**src/hw/stream_merge_consts.vh**
```
// Constants for the ten-port stream merge router
`ifndef STREAM_MERGE_CONSTS_VH
`define STREAM_MERGE_CONSTS_VH
`define PRESET_A          2'h0
`define PRESET_B          2'h1
`define PRESET_C          2'h2
`define PRESET_RST        2'h0
`define ADDR_CTRL         4'h0
`define ADDR_STATUS       4'h1
`define ADDR_FIFO_LEVEL   4'h2
`define ADDR_SIDE_DATA    4'h3
`define CTRL_MANUAL_BIT   0
`define CTRL_ADV_BIT      1
`define STAT_PRESET_LSB   0
`define STAT_MANUAL_BIT   2
`define STAT_RED_SEL_BIT  3
`define STAT_VALID_LSB    8
`define BTN_DEBOUNCE_NS   1000
`define BTN_DEBOUNCE_CYC  ((`BTN_DEBOUNCE_NS + 9) / 10)
`define FIFO_DEPTH        16
`endif

```
**src/hw/stream_fifo.v**
```verilog
// Intentionally empty: the stream buffer sits with the router logic

```
**src/hw/stream_merge_router.v**
```verilog
// Ten-port audio stream merge and distribution router
`timescale 1ns/1ps
`include "stream_merge_consts.vh"
module stream_merge_router #(
  parameter NP  = 10,
  parameter AW  = 24,
  parameter SW  = 8,
  parameter FAW = 4
) (
  // Clock and reset
  input  wire             ref_clk_in,
  input  wire             nrst_in,
  // Network mode from controller, 1 = Manual
  input  wire             manual_mode_in,
  // Local preset button, asynchronous
  input  wire             preset_btn_in,
  // Receive streams, port k at bits k*W
  input  wire [NP-1:0]    rx_valid_in,
  input  wire [NP*AW-1:0] rx_audio_in,
  input  wire [NP*SW-1:0] rx_side_in,
  // Transmit streams
  output reg  [NP-1:0]    tx_valid_out,
  output reg  [NP*AW-1:0] tx_audio_out,
  output reg  [NP*SW-1:0] tx_side_out,
  // Merged stream towards the network buffer
  output wire             mrg_valid_out,
  input  wire             mrg_ready_in,
  output wire [AW-1:0]    mrg_audio_out,
  output wire             mrg_stall_out,
  // Avalon-MM slave
  input  wire [3:0]       avs_address,
  input  wire             avs_read,
  input  wire             avs_write,
  input  wire [31:0]      avs_writedata,
  output reg  [31:0]      avs_readdata,
  output wire             avs_waitrequest
);
  localparam MASK_ALL  = 10'h03FF;
  localparam MASK_1_9  = 10'h01FF;
  localparam MASK_1_8  = 10'h00FF;
  localparam [15:0] DB_CYC = `BTN_DEBOUNCE_CYC;

  reg  [1:0]    preset_r;
  reg           btn_s1_r;
  reg           btn_s2_r;
  reg           btn_st_r;
  reg  [15:0]   db_cnt_r;
  reg           red_sel_r;
  reg           red_sel_nxt;
  reg           ack_r;
  reg  [9:0]    in_mask;
  reg  [AW-1:0] mrg_audio;
  reg  [SW-1:0] mrg_side;
  reg           mrg_any;
  reg  [AW-1:0] ret_audio;
  reg           ret_valid;
  integer       k;
  integer       i;
  wire          manual;
  wire          press;
  wire [1:0]    eff_preset;
  wire [FAW:0]  fifo_level;
  wire          fifo_in_ready;
  wire          bus_req;

  // Mode comes from the controller pin; software may only mirror it
  assign manual     = manual_mode_in;
  assign eff_preset = manual ? preset_r : `PRESET_A;

  // Button synchroniser, debounce, press edge
  assign press = btn_s2_r & ~btn_st_r & (db_cnt_r == DB_CYC);
  always @(posedge ref_clk_in or negedge nrst_in)
  begin
    if (!nrst_in)
    begin
      btn_s1_r <= 1'b0;
      btn_s2_r <= 1'b0;
      btn_st_r <= 1'b0;
      db_cnt_r <= 16'h0000;
    end
    else
    begin
      btn_s1_r <= preset_btn_in;
      btn_s2_r <= btn_s1_r;
      if (btn_s2_r == btn_st_r)
        db_cnt_r <= 16'h0000;
      else if (db_cnt_r != DB_CYC)
        db_cnt_r <= db_cnt_r + 16'h0001;
      else
      begin
        btn_st_r <= btn_s2_r;
        db_cnt_r <= 16'h0000;
      end
    end
  end

  // Preset cycles even in Auto so one is always selected
  always @(posedge ref_clk_in or negedge nrst_in)
  begin
    if (!nrst_in)
      preset_r <= `PRESET_RST;
    else if (press | (bus_req & avs_write & ack_r &
             (avs_address == `ADDR_CTRL) & avs_writedata[`CTRL_ADV_BIT]))
      preset_r <= (preset_r == `PRESET_C) ? `PRESET_A : preset_r + 2'h1;
  end

  // Redundant pair: stay on primary until it drops out
  always @*
  begin
    red_sel_nxt = red_sel_r;
    if (red_sel_r == 1'b0 && !rx_valid_in[8] && rx_valid_in[9])
      red_sel_nxt = 1'b1;
    else if (red_sel_r == 1'b1 && !rx_valid_in[9] && rx_valid_in[8])
      red_sel_nxt = 1'b0;
  end
  always @(posedge ref_clk_in or negedge nrst_in)
  begin
    if (!nrst_in)
      red_sel_r <= 1'b0;
    else
      red_sel_r <= red_sel_nxt;
  end

  // Merge: audio from preset's inputs, side data from all valid ports
  always @*
  begin
    case (eff_preset)
      `PRESET_B: in_mask = MASK_1_9;
      `PRESET_C: in_mask = MASK_1_8;
      default:   in_mask = MASK_ALL;
    endcase
    mrg_audio = {AW{1'b0}};
    mrg_side  = {SW{1'b0}};
    mrg_any   = 1'b0;
    for (i = 0; i < NP; i = i + 1)
    begin
      // Audio only from valid ports in the preset's mask; side data from every valid port
      if (rx_valid_in[i] & in_mask[i])
      begin
        mrg_audio = mrg_audio | rx_audio_in[i*AW +: AW];
        mrg_any   = 1'b1;
      end
      if (rx_valid_in[i])
        mrg_side = mrg_side | rx_side_in[i*SW +: SW];
    end
    if (eff_preset == `PRESET_B)
    begin
      ret_audio = rx_audio_in[9*AW +: AW];
      ret_valid = rx_valid_in[9];
    end
    else
    begin
      ret_audio = red_sel_r ? rx_audio_in[9*AW +: AW] : rx_audio_in[8*AW +: AW];
      ret_valid = red_sel_r ? rx_valid_in[9] : rx_valid_in[8];
    end
  end

  // Distribution registered; merge and hub share one derived routing
  always @(posedge ref_clk_in or negedge nrst_in)
  begin
    if (!nrst_in)
    begin
      tx_valid_out <= {NP{1'b0}};
      tx_audio_out <= {(NP*AW){1'b0}};
      tx_side_out  <= {(NP*SW){1'b0}};
    end
    else
    begin
      for (k = 0; k < NP; k = k + 1)
      begin
        tx_side_out[k*SW +: SW] <= mrg_side;
        if (eff_preset == `PRESET_B && k < 9)
        begin
          tx_audio_out[k*AW +: AW] <= ret_audio;
          tx_valid_out[k]          <= ret_valid;
        end
        else if (eff_preset == `PRESET_C && k < 7)
        begin
          tx_audio_out[k*AW +: AW] <= ret_audio;
          tx_valid_out[k]          <= ret_valid;
        end
        else if (eff_preset == `PRESET_C && k == 8 + red_sel_r)
        begin
          tx_audio_out[k*AW +: AW] <= mrg_audio;
          tx_valid_out[k]          <= mrg_any;
        end
        else if (eff_preset == `PRESET_C && k > 7)
        begin
          // Backup port stays quiet to avoid a loop
          tx_audio_out[k*AW +: AW] <= {AW{1'b0}};
          tx_valid_out[k]          <= 1'b0;
        end
        else
        begin
          tx_audio_out[k*AW +: AW] <= mrg_audio;
          tx_valid_out[k]          <= mrg_any;
        end
      end
    end
  end

  // Merged audio buffered for the network uplink
  stream_fifo #(
    .WIDTH (AW),
    .DEPTH (`FIFO_DEPTH),
    .AW    (FAW)
  ) u_fifo (
    .ref_clk_in    (ref_clk_in),
    .nrst_in       (nrst_in),
    .in_valid_in   (mrg_any),
    .in_ready_out  (fifo_in_ready),
    .in_data_in    (mrg_audio),
    .out_valid_out (mrg_valid_out),
    .out_ready_in  (mrg_ready_in),
    .out_data_out  (mrg_audio_out),
    .level_out     (fifo_level)
  );
  // Full buffer drops samples; stall tells the source to hold
  assign mrg_stall_out = mrg_any & ~fifo_in_ready;

  // Avalon slave: one wait cycle, answer on the second
  assign bus_req         = avs_read | avs_write;
  assign avs_waitrequest = bus_req & ~ack_r;
  always @(posedge ref_clk_in or negedge nrst_in)
  begin
    if (!nrst_in)
    begin
      ack_r        <= 1'b0;
      avs_readdata <= 32'h0000_0000;
    end
    else
    begin
      ack_r <= bus_req & ~ack_r;
      if (bus_req & ~ack_r & avs_read)
      begin
        case (avs_address)
          `ADDR_CTRL:       avs_readdata <= {31'h0000_0000, manual};
          `ADDR_STATUS:     avs_readdata <= {14'h0000, rx_valid_in, 4'h0, red_sel_r,
                                             manual, preset_r};
          `ADDR_FIFO_LEVEL: avs_readdata <= {27'h000_0000, fifo_level};
          `ADDR_SIDE_DATA:  avs_readdata <= {24'h00_0000, mrg_side};
          default:          avs_readdata <= 32'h0000_0000;
        endcase
      end
      // Mode bit writes are ignored: only the controller sets the mode
    end
  end
endmodule // stream_merge_router

// Parameterised synchronous FIFO with valid/ready on both sides
module stream_fifo #(
  parameter WIDTH = 24,
  parameter DEPTH = 16,
  parameter AW    = 4
) (
  // Clock and reset
  input  wire             ref_clk_in,
  input  wire             nrst_in,
  // Fill side
  input  wire             in_valid_in,
  output wire             in_ready_out,
  input  wire [WIDTH-1:0] in_data_in,
  // Drain side
  output wire             out_valid_out,
  input  wire             out_ready_in,
  output wire [WIDTH-1:0] out_data_out,
  // Fill level
  output wire [AW:0]      level_out
);
  reg [WIDTH-1:0] mem [0:DEPTH-1];
  reg [AW-1:0]    wp_r;
  reg [AW-1:0]    rp_r;
  reg [AW:0]      cnt_r;
  wire            push;
  wire            pop;
  assign in_ready_out  = (cnt_r != DEPTH[AW:0]);
  assign out_valid_out = (cnt_r != {(AW+1){1'b0}});
  assign out_data_out  = mem[rp_r];
  assign level_out     = cnt_r;
  assign push = in_valid_in & in_ready_out;
  assign pop  = out_valid_out & out_ready_in;
  always @(posedge ref_clk_in)
  begin
    if (push)
      mem[wp_r] <= in_data_in;
  end
  always @(posedge ref_clk_in or negedge nrst_in)
  begin
    if (!nrst_in)
    begin
      wp_r  <= {AW{1'b0}};
      rp_r  <= {AW{1'b0}};
      cnt_r <= {(AW+1){1'b0}};
    end
    else
    begin
      if (push)
        wp_r <= (wp_r == DEPTH[AW-1:0] - 1'b1) ? {AW{1'b0}} : wp_r + 1'b1;
      if (pop)
        rp_r <= (rp_r == DEPTH[AW-1:0] - 1'b1) ? {AW{1'b0}} : rp_r + 1'b1;
      if (push & ~pop)
        cnt_r <= cnt_r + 1'b1;
      else if (pop & ~push)
        cnt_r <= cnt_r - 1'b1;
    end
  end
endmodule // stream_fifo

```
**config.mk**
```make
export PLATFORM = sky130hd
export DESIGN_NAME = stream_merge_router
export DESIGN_NICKNAME = d
export VERILOG_FILES = /design/src/hw/stream_fifo.v /design/src/hw/stream_merge_router.v
export VERILOG_INCLUDE_DIRS = /design/src /design/src/hw
export SDC_FILE = /design/constraint.sdc
export NUM_CORES = 1
export LEC_CHECK = 0
export BUFFER_PORTS_ARGS = -buffer_cell sky130_fd_sc_hd__buf_2
export CORE_AREA = 3 3 298 300
export CTS_CLUSTER_SIZE = 14
export DETAILED_ROUTE_END_ITERATION = 6
export DIE_AREA = 0 0 301 303
export PLACE_DENSITY = 0.54
export SLEW_MARGIN = 15
export SYNTH_ARGS = -nofsm -noshare
export SYNTH_HDL_FRONTEND = slang
export SYNTH_SLANG_ARGS = --single-unit
```
**constraint.sdc**
```tcl
create_clock -name ref_clk_in -period 4.6 [get_ports ref_clk_in]
set_clock_uncertainty 0.1 [all_clocks]
set_input_delay 0.92 -clock ref_clk_in [delete_from_list [all_inputs] [get_ports ref_clk_in]]
set_output_delay 0.92 -clock ref_clk_in [all_outputs]
set_load 0.1 [all_outputs]
```
==> results.json <==
{
  "synth_edf_count": 384,
  "layout.nets": 2685,
  "cp-end-kind": "output port",
  "min_period_ns": 4.040,
  "crit_arrival_ns": 3.02,
  "ctsResizeCount": 0,
  "portBuffers": 716,
  "max_slew_margin_pct": 42.60,
  "yosysUniqueCellTypes": 52,
  "antenna_found_initial": 30,
  "globalRouteOverflowTotal": 0,
  "path_buf_inv": 2,
  "path_max_fanout": 32,
  "synth_ff_type": "edfxtp_1",
  "area_growth_pct": 21.63,
  "most-common-layout-cells": "buf_2, edfxtp_1, dfrtp_1",
  "die_w_um": 301,
  "avgViaCountPerCell": 5.039,
  "period_share_pct": 87.83,
  "start_util_pct": 28.72,
  "pre_cts_ws_ns": 0.4077,
  "hpwl_um": 72190,
  "timing_worst_setup_path_type": "flip-flop to output port",
  "rr_worst_depth": 14,
  "grt_pass1_wl_um": 133900,
  "die_y_um": 303,
  "setup_viol": 0,
  "clkTransAtPathRegs_ns": 0.06,
  "met3_length_um": 6597,
  "r2r_slack_ns": 1.19,
  "slew_viol_final": 0,
  "netlist_area_sq_um": 24840,
  "clock_latency_ns": 0.62,
  "drt_pass1_iterations": 5,
  "grt_max_degree": 78,
  "met1_length_um": 40820,
  "final_common_cell": "buf_2",
  "clk_path_buf_depth": 3,
  "rsz0062_at_grt": "no",
  "core_sq_um": 86480,
  "syn_area_per_cell_sq_um": 13.87,
  "grtUsageTotal_pct": 20.79,
  "rows": 108,
  "run_status": "finished clean",
  "leakage_nw": 11.07,
  "yosys_warnings": 0,
  "tns_ns": 0,
  "rr_endpoint": "u_fifo.level_out[4]",
  "place.gp.congestion": 0.9338,
  "slowest_stage": "dfrtp_4",
  "cts.sinks": 546,
  "crit_family": "buffers and inverters",
  "tritoncts": "built",
  "synth.area.top_cells": "edfxtp_1, dfrtp_1, buf_4",
  "top_layer": "met5",
  "start_kind": "flip-flop",
  "max_stage_delay_ns": 0.68,
  "hold_viol": 0,
  "routed_wl_um": 98460,
  "grt_pass1_vias": 17450,
  "post_cts_buffers": 0,
  "ir_drop_v": 0.0004805,
  "met2WireLength_um": 47390,
  "syn_inst": 1791,
  "die-area_sq_um": 91200,
  "final_cell_area_sq_um": 30210,
  "drv_cap": 0,
  "synth_async_sr_flop_share_pct": 29.67,
  "worstPathCellList": "buf_12, mux2i_1, a221oi_1, o21ai_0, nand2_1, buf_2",
  "num_vias": 17720,
  "ant_nets": 0,
  "worst_slack_ns": 0.5599,
  "drc_errors": 0,
  "seq_area_frac_synth_pct": 62.75,
  "pwr_density_cell_nw_per_um2": 647.9,
  "htree_num_levels": 2,
  "worstMarginPinSlew_ns": 0.8584,
  "yosysTopAreaCellShare_pct": 46.43,
  "drive_gt1_share_pct": 40.46,
  "drt_iter0_drc": 1777,
  "clockRootBuffer": "clkbuf_16",
  "placed_area_sq_um": 28320,
  "ys_seq_elements": 546,
  "ctsHoldBuffers": 0,
  "fmax_mhz": 247.5,
  "r2r-start": "preset_r[0]",
  "numCtsBuffers": 58,
  "worstPathRequired_ns": 3.58,
  "synth_area_leader_cell": "edfxtp_1",
  "avgRoutedWirePerCell_um": 28.00,
  "io_pins": 762,
  "min_path_type": "input port to asynchronous set/reset pin"
}
-- worst reg2reg max path, cell delays in order (launching register included) --
cell	delay (ns)
dfrtp_1	0.42
nand2_1	0.13
inv_1	0.08
ha_4	0.20
and2_1	0.16
or4_4	0.64
nand2_2	0.15
inv_1	0.06
ha_1	0.19
inv_1	0.16
ha_1	0.30
a21o_1	0.19
a21oi_1	0.18
mux2i_1	0.25
xnor2_1	0.13
-- Yosys cell counts (24+ instances only) --
library cell / number
a211oi_1: 24
a21oi_1: 29
a221oi_1: 104
a22o_1: 70
a22oi_1: 75
and3_1: 27
buf_4: 236
clkbuf_1: 90
dfrtp_1: 162
edfxtp_1: 384
inv_1: 60
mux2i_1: 123
mux4_2: 48
nand2_1: 64
nor2_1: 89
o21ai_0: 55
-- cell type report --
| type | instances | area (sq um) |
|---|---|---|
| Clock buffer | 77 | 1574 |
| Antenna cell | 18 | 45.04 |
| Tap cell | 1155 | 1445 |
| Clock inverter | 30 | 264.0 |
| Fill cell | 8563 | 56280 |
| Multi-Input combinational cell | 850 | 6938 |
| Timing Repair Buffer | 780 | 4125 |
| Sequential cell | 546 | 15590 |
| Inverter | 60 | 225.2 |
-- per-stage QoR --
step / cells / util, % / power, mW / hold slack (ns)
5_1_grt: 3508 / 34.90 / 20.34 / 0.2564
3_3_place_gp: 3391 / 32.75 / 15.11 / 0.2407
2_1_floorplan: 1804 / - / 13.14 / 0.2312
4_1_cts: 3498 / 34.88 / 19.79 / 0.2161
3_5_place_dp: 3391 / 32.75 / 15.20 / 0.2554
6_report: 3516 / 34.93 / 19.57 / 0.2245
-- per-layer routing --
layer | track usage [%] | vias up
met3 | 3.750 | 161
met5 | 0 | -
met2 | 34.16 | 843
met1 | 27.38 | 9081
met4 | 8.022 | 6
li1 | - | 7627
-- registers in the layout, summed over array words and instances (netlist names), 2 cells and up --
name,cells
u_fifo.level_out,5
db_cnt_r,16
u_fifo.mem,384
preset_r,2
u_fifo.rp_r,4
avs_readdata,18
tx_audio_out,96
u_fifo.wp_r,4
tx_valid_out,4
tx_side_out,8
-- cell families after synthesis --
group,Yosys count,synth area share (%)
DFF,546,62.75
buffers and inverters,408,9.870
AOI/OAI and AO/OA,373,11.38
and+or+nand+nor,249,4.806
muxes,179,9.673
xor gates and xnor gates,19,0.6701
adders and majority gates,16,0.8363
other,1,0.01510
-- how the worst max path moves through the flow --
stage | from | endpoint | slack [ns] | cells past startpoint
2_1_floorplan | manual_mode_in | mrg_stall_out | 0.34 | 8
3_3_place_gp | rx_valid_in[6] | u_fifo.level_out[4] | 0.38 | 12
3_5_place_dp | rx_valid_in[6] | u_fifo.level_out[4] | 0.41 | 12
4_1_cts | u_fifo.rp_r[0] | mrg_audio_out[10] | 0.46 | 6
5_1_grt | u_fifo.rp_r[0] | mrg_audio_out[10] | 0.31 | 6
6_report | u_fifo.rp_r[0] | mrg_audio_out[0] | 0.56 | 6
-- report_power, final --
group / internal (mW) / switching (mW)
combinational: 1.85 / 6.82
clock: 2.62 / 1.94
sequential: 5.95 / 0.381
total: 10.4 / 9.15
Note: power is estimated with default switching activity, not from simulation.
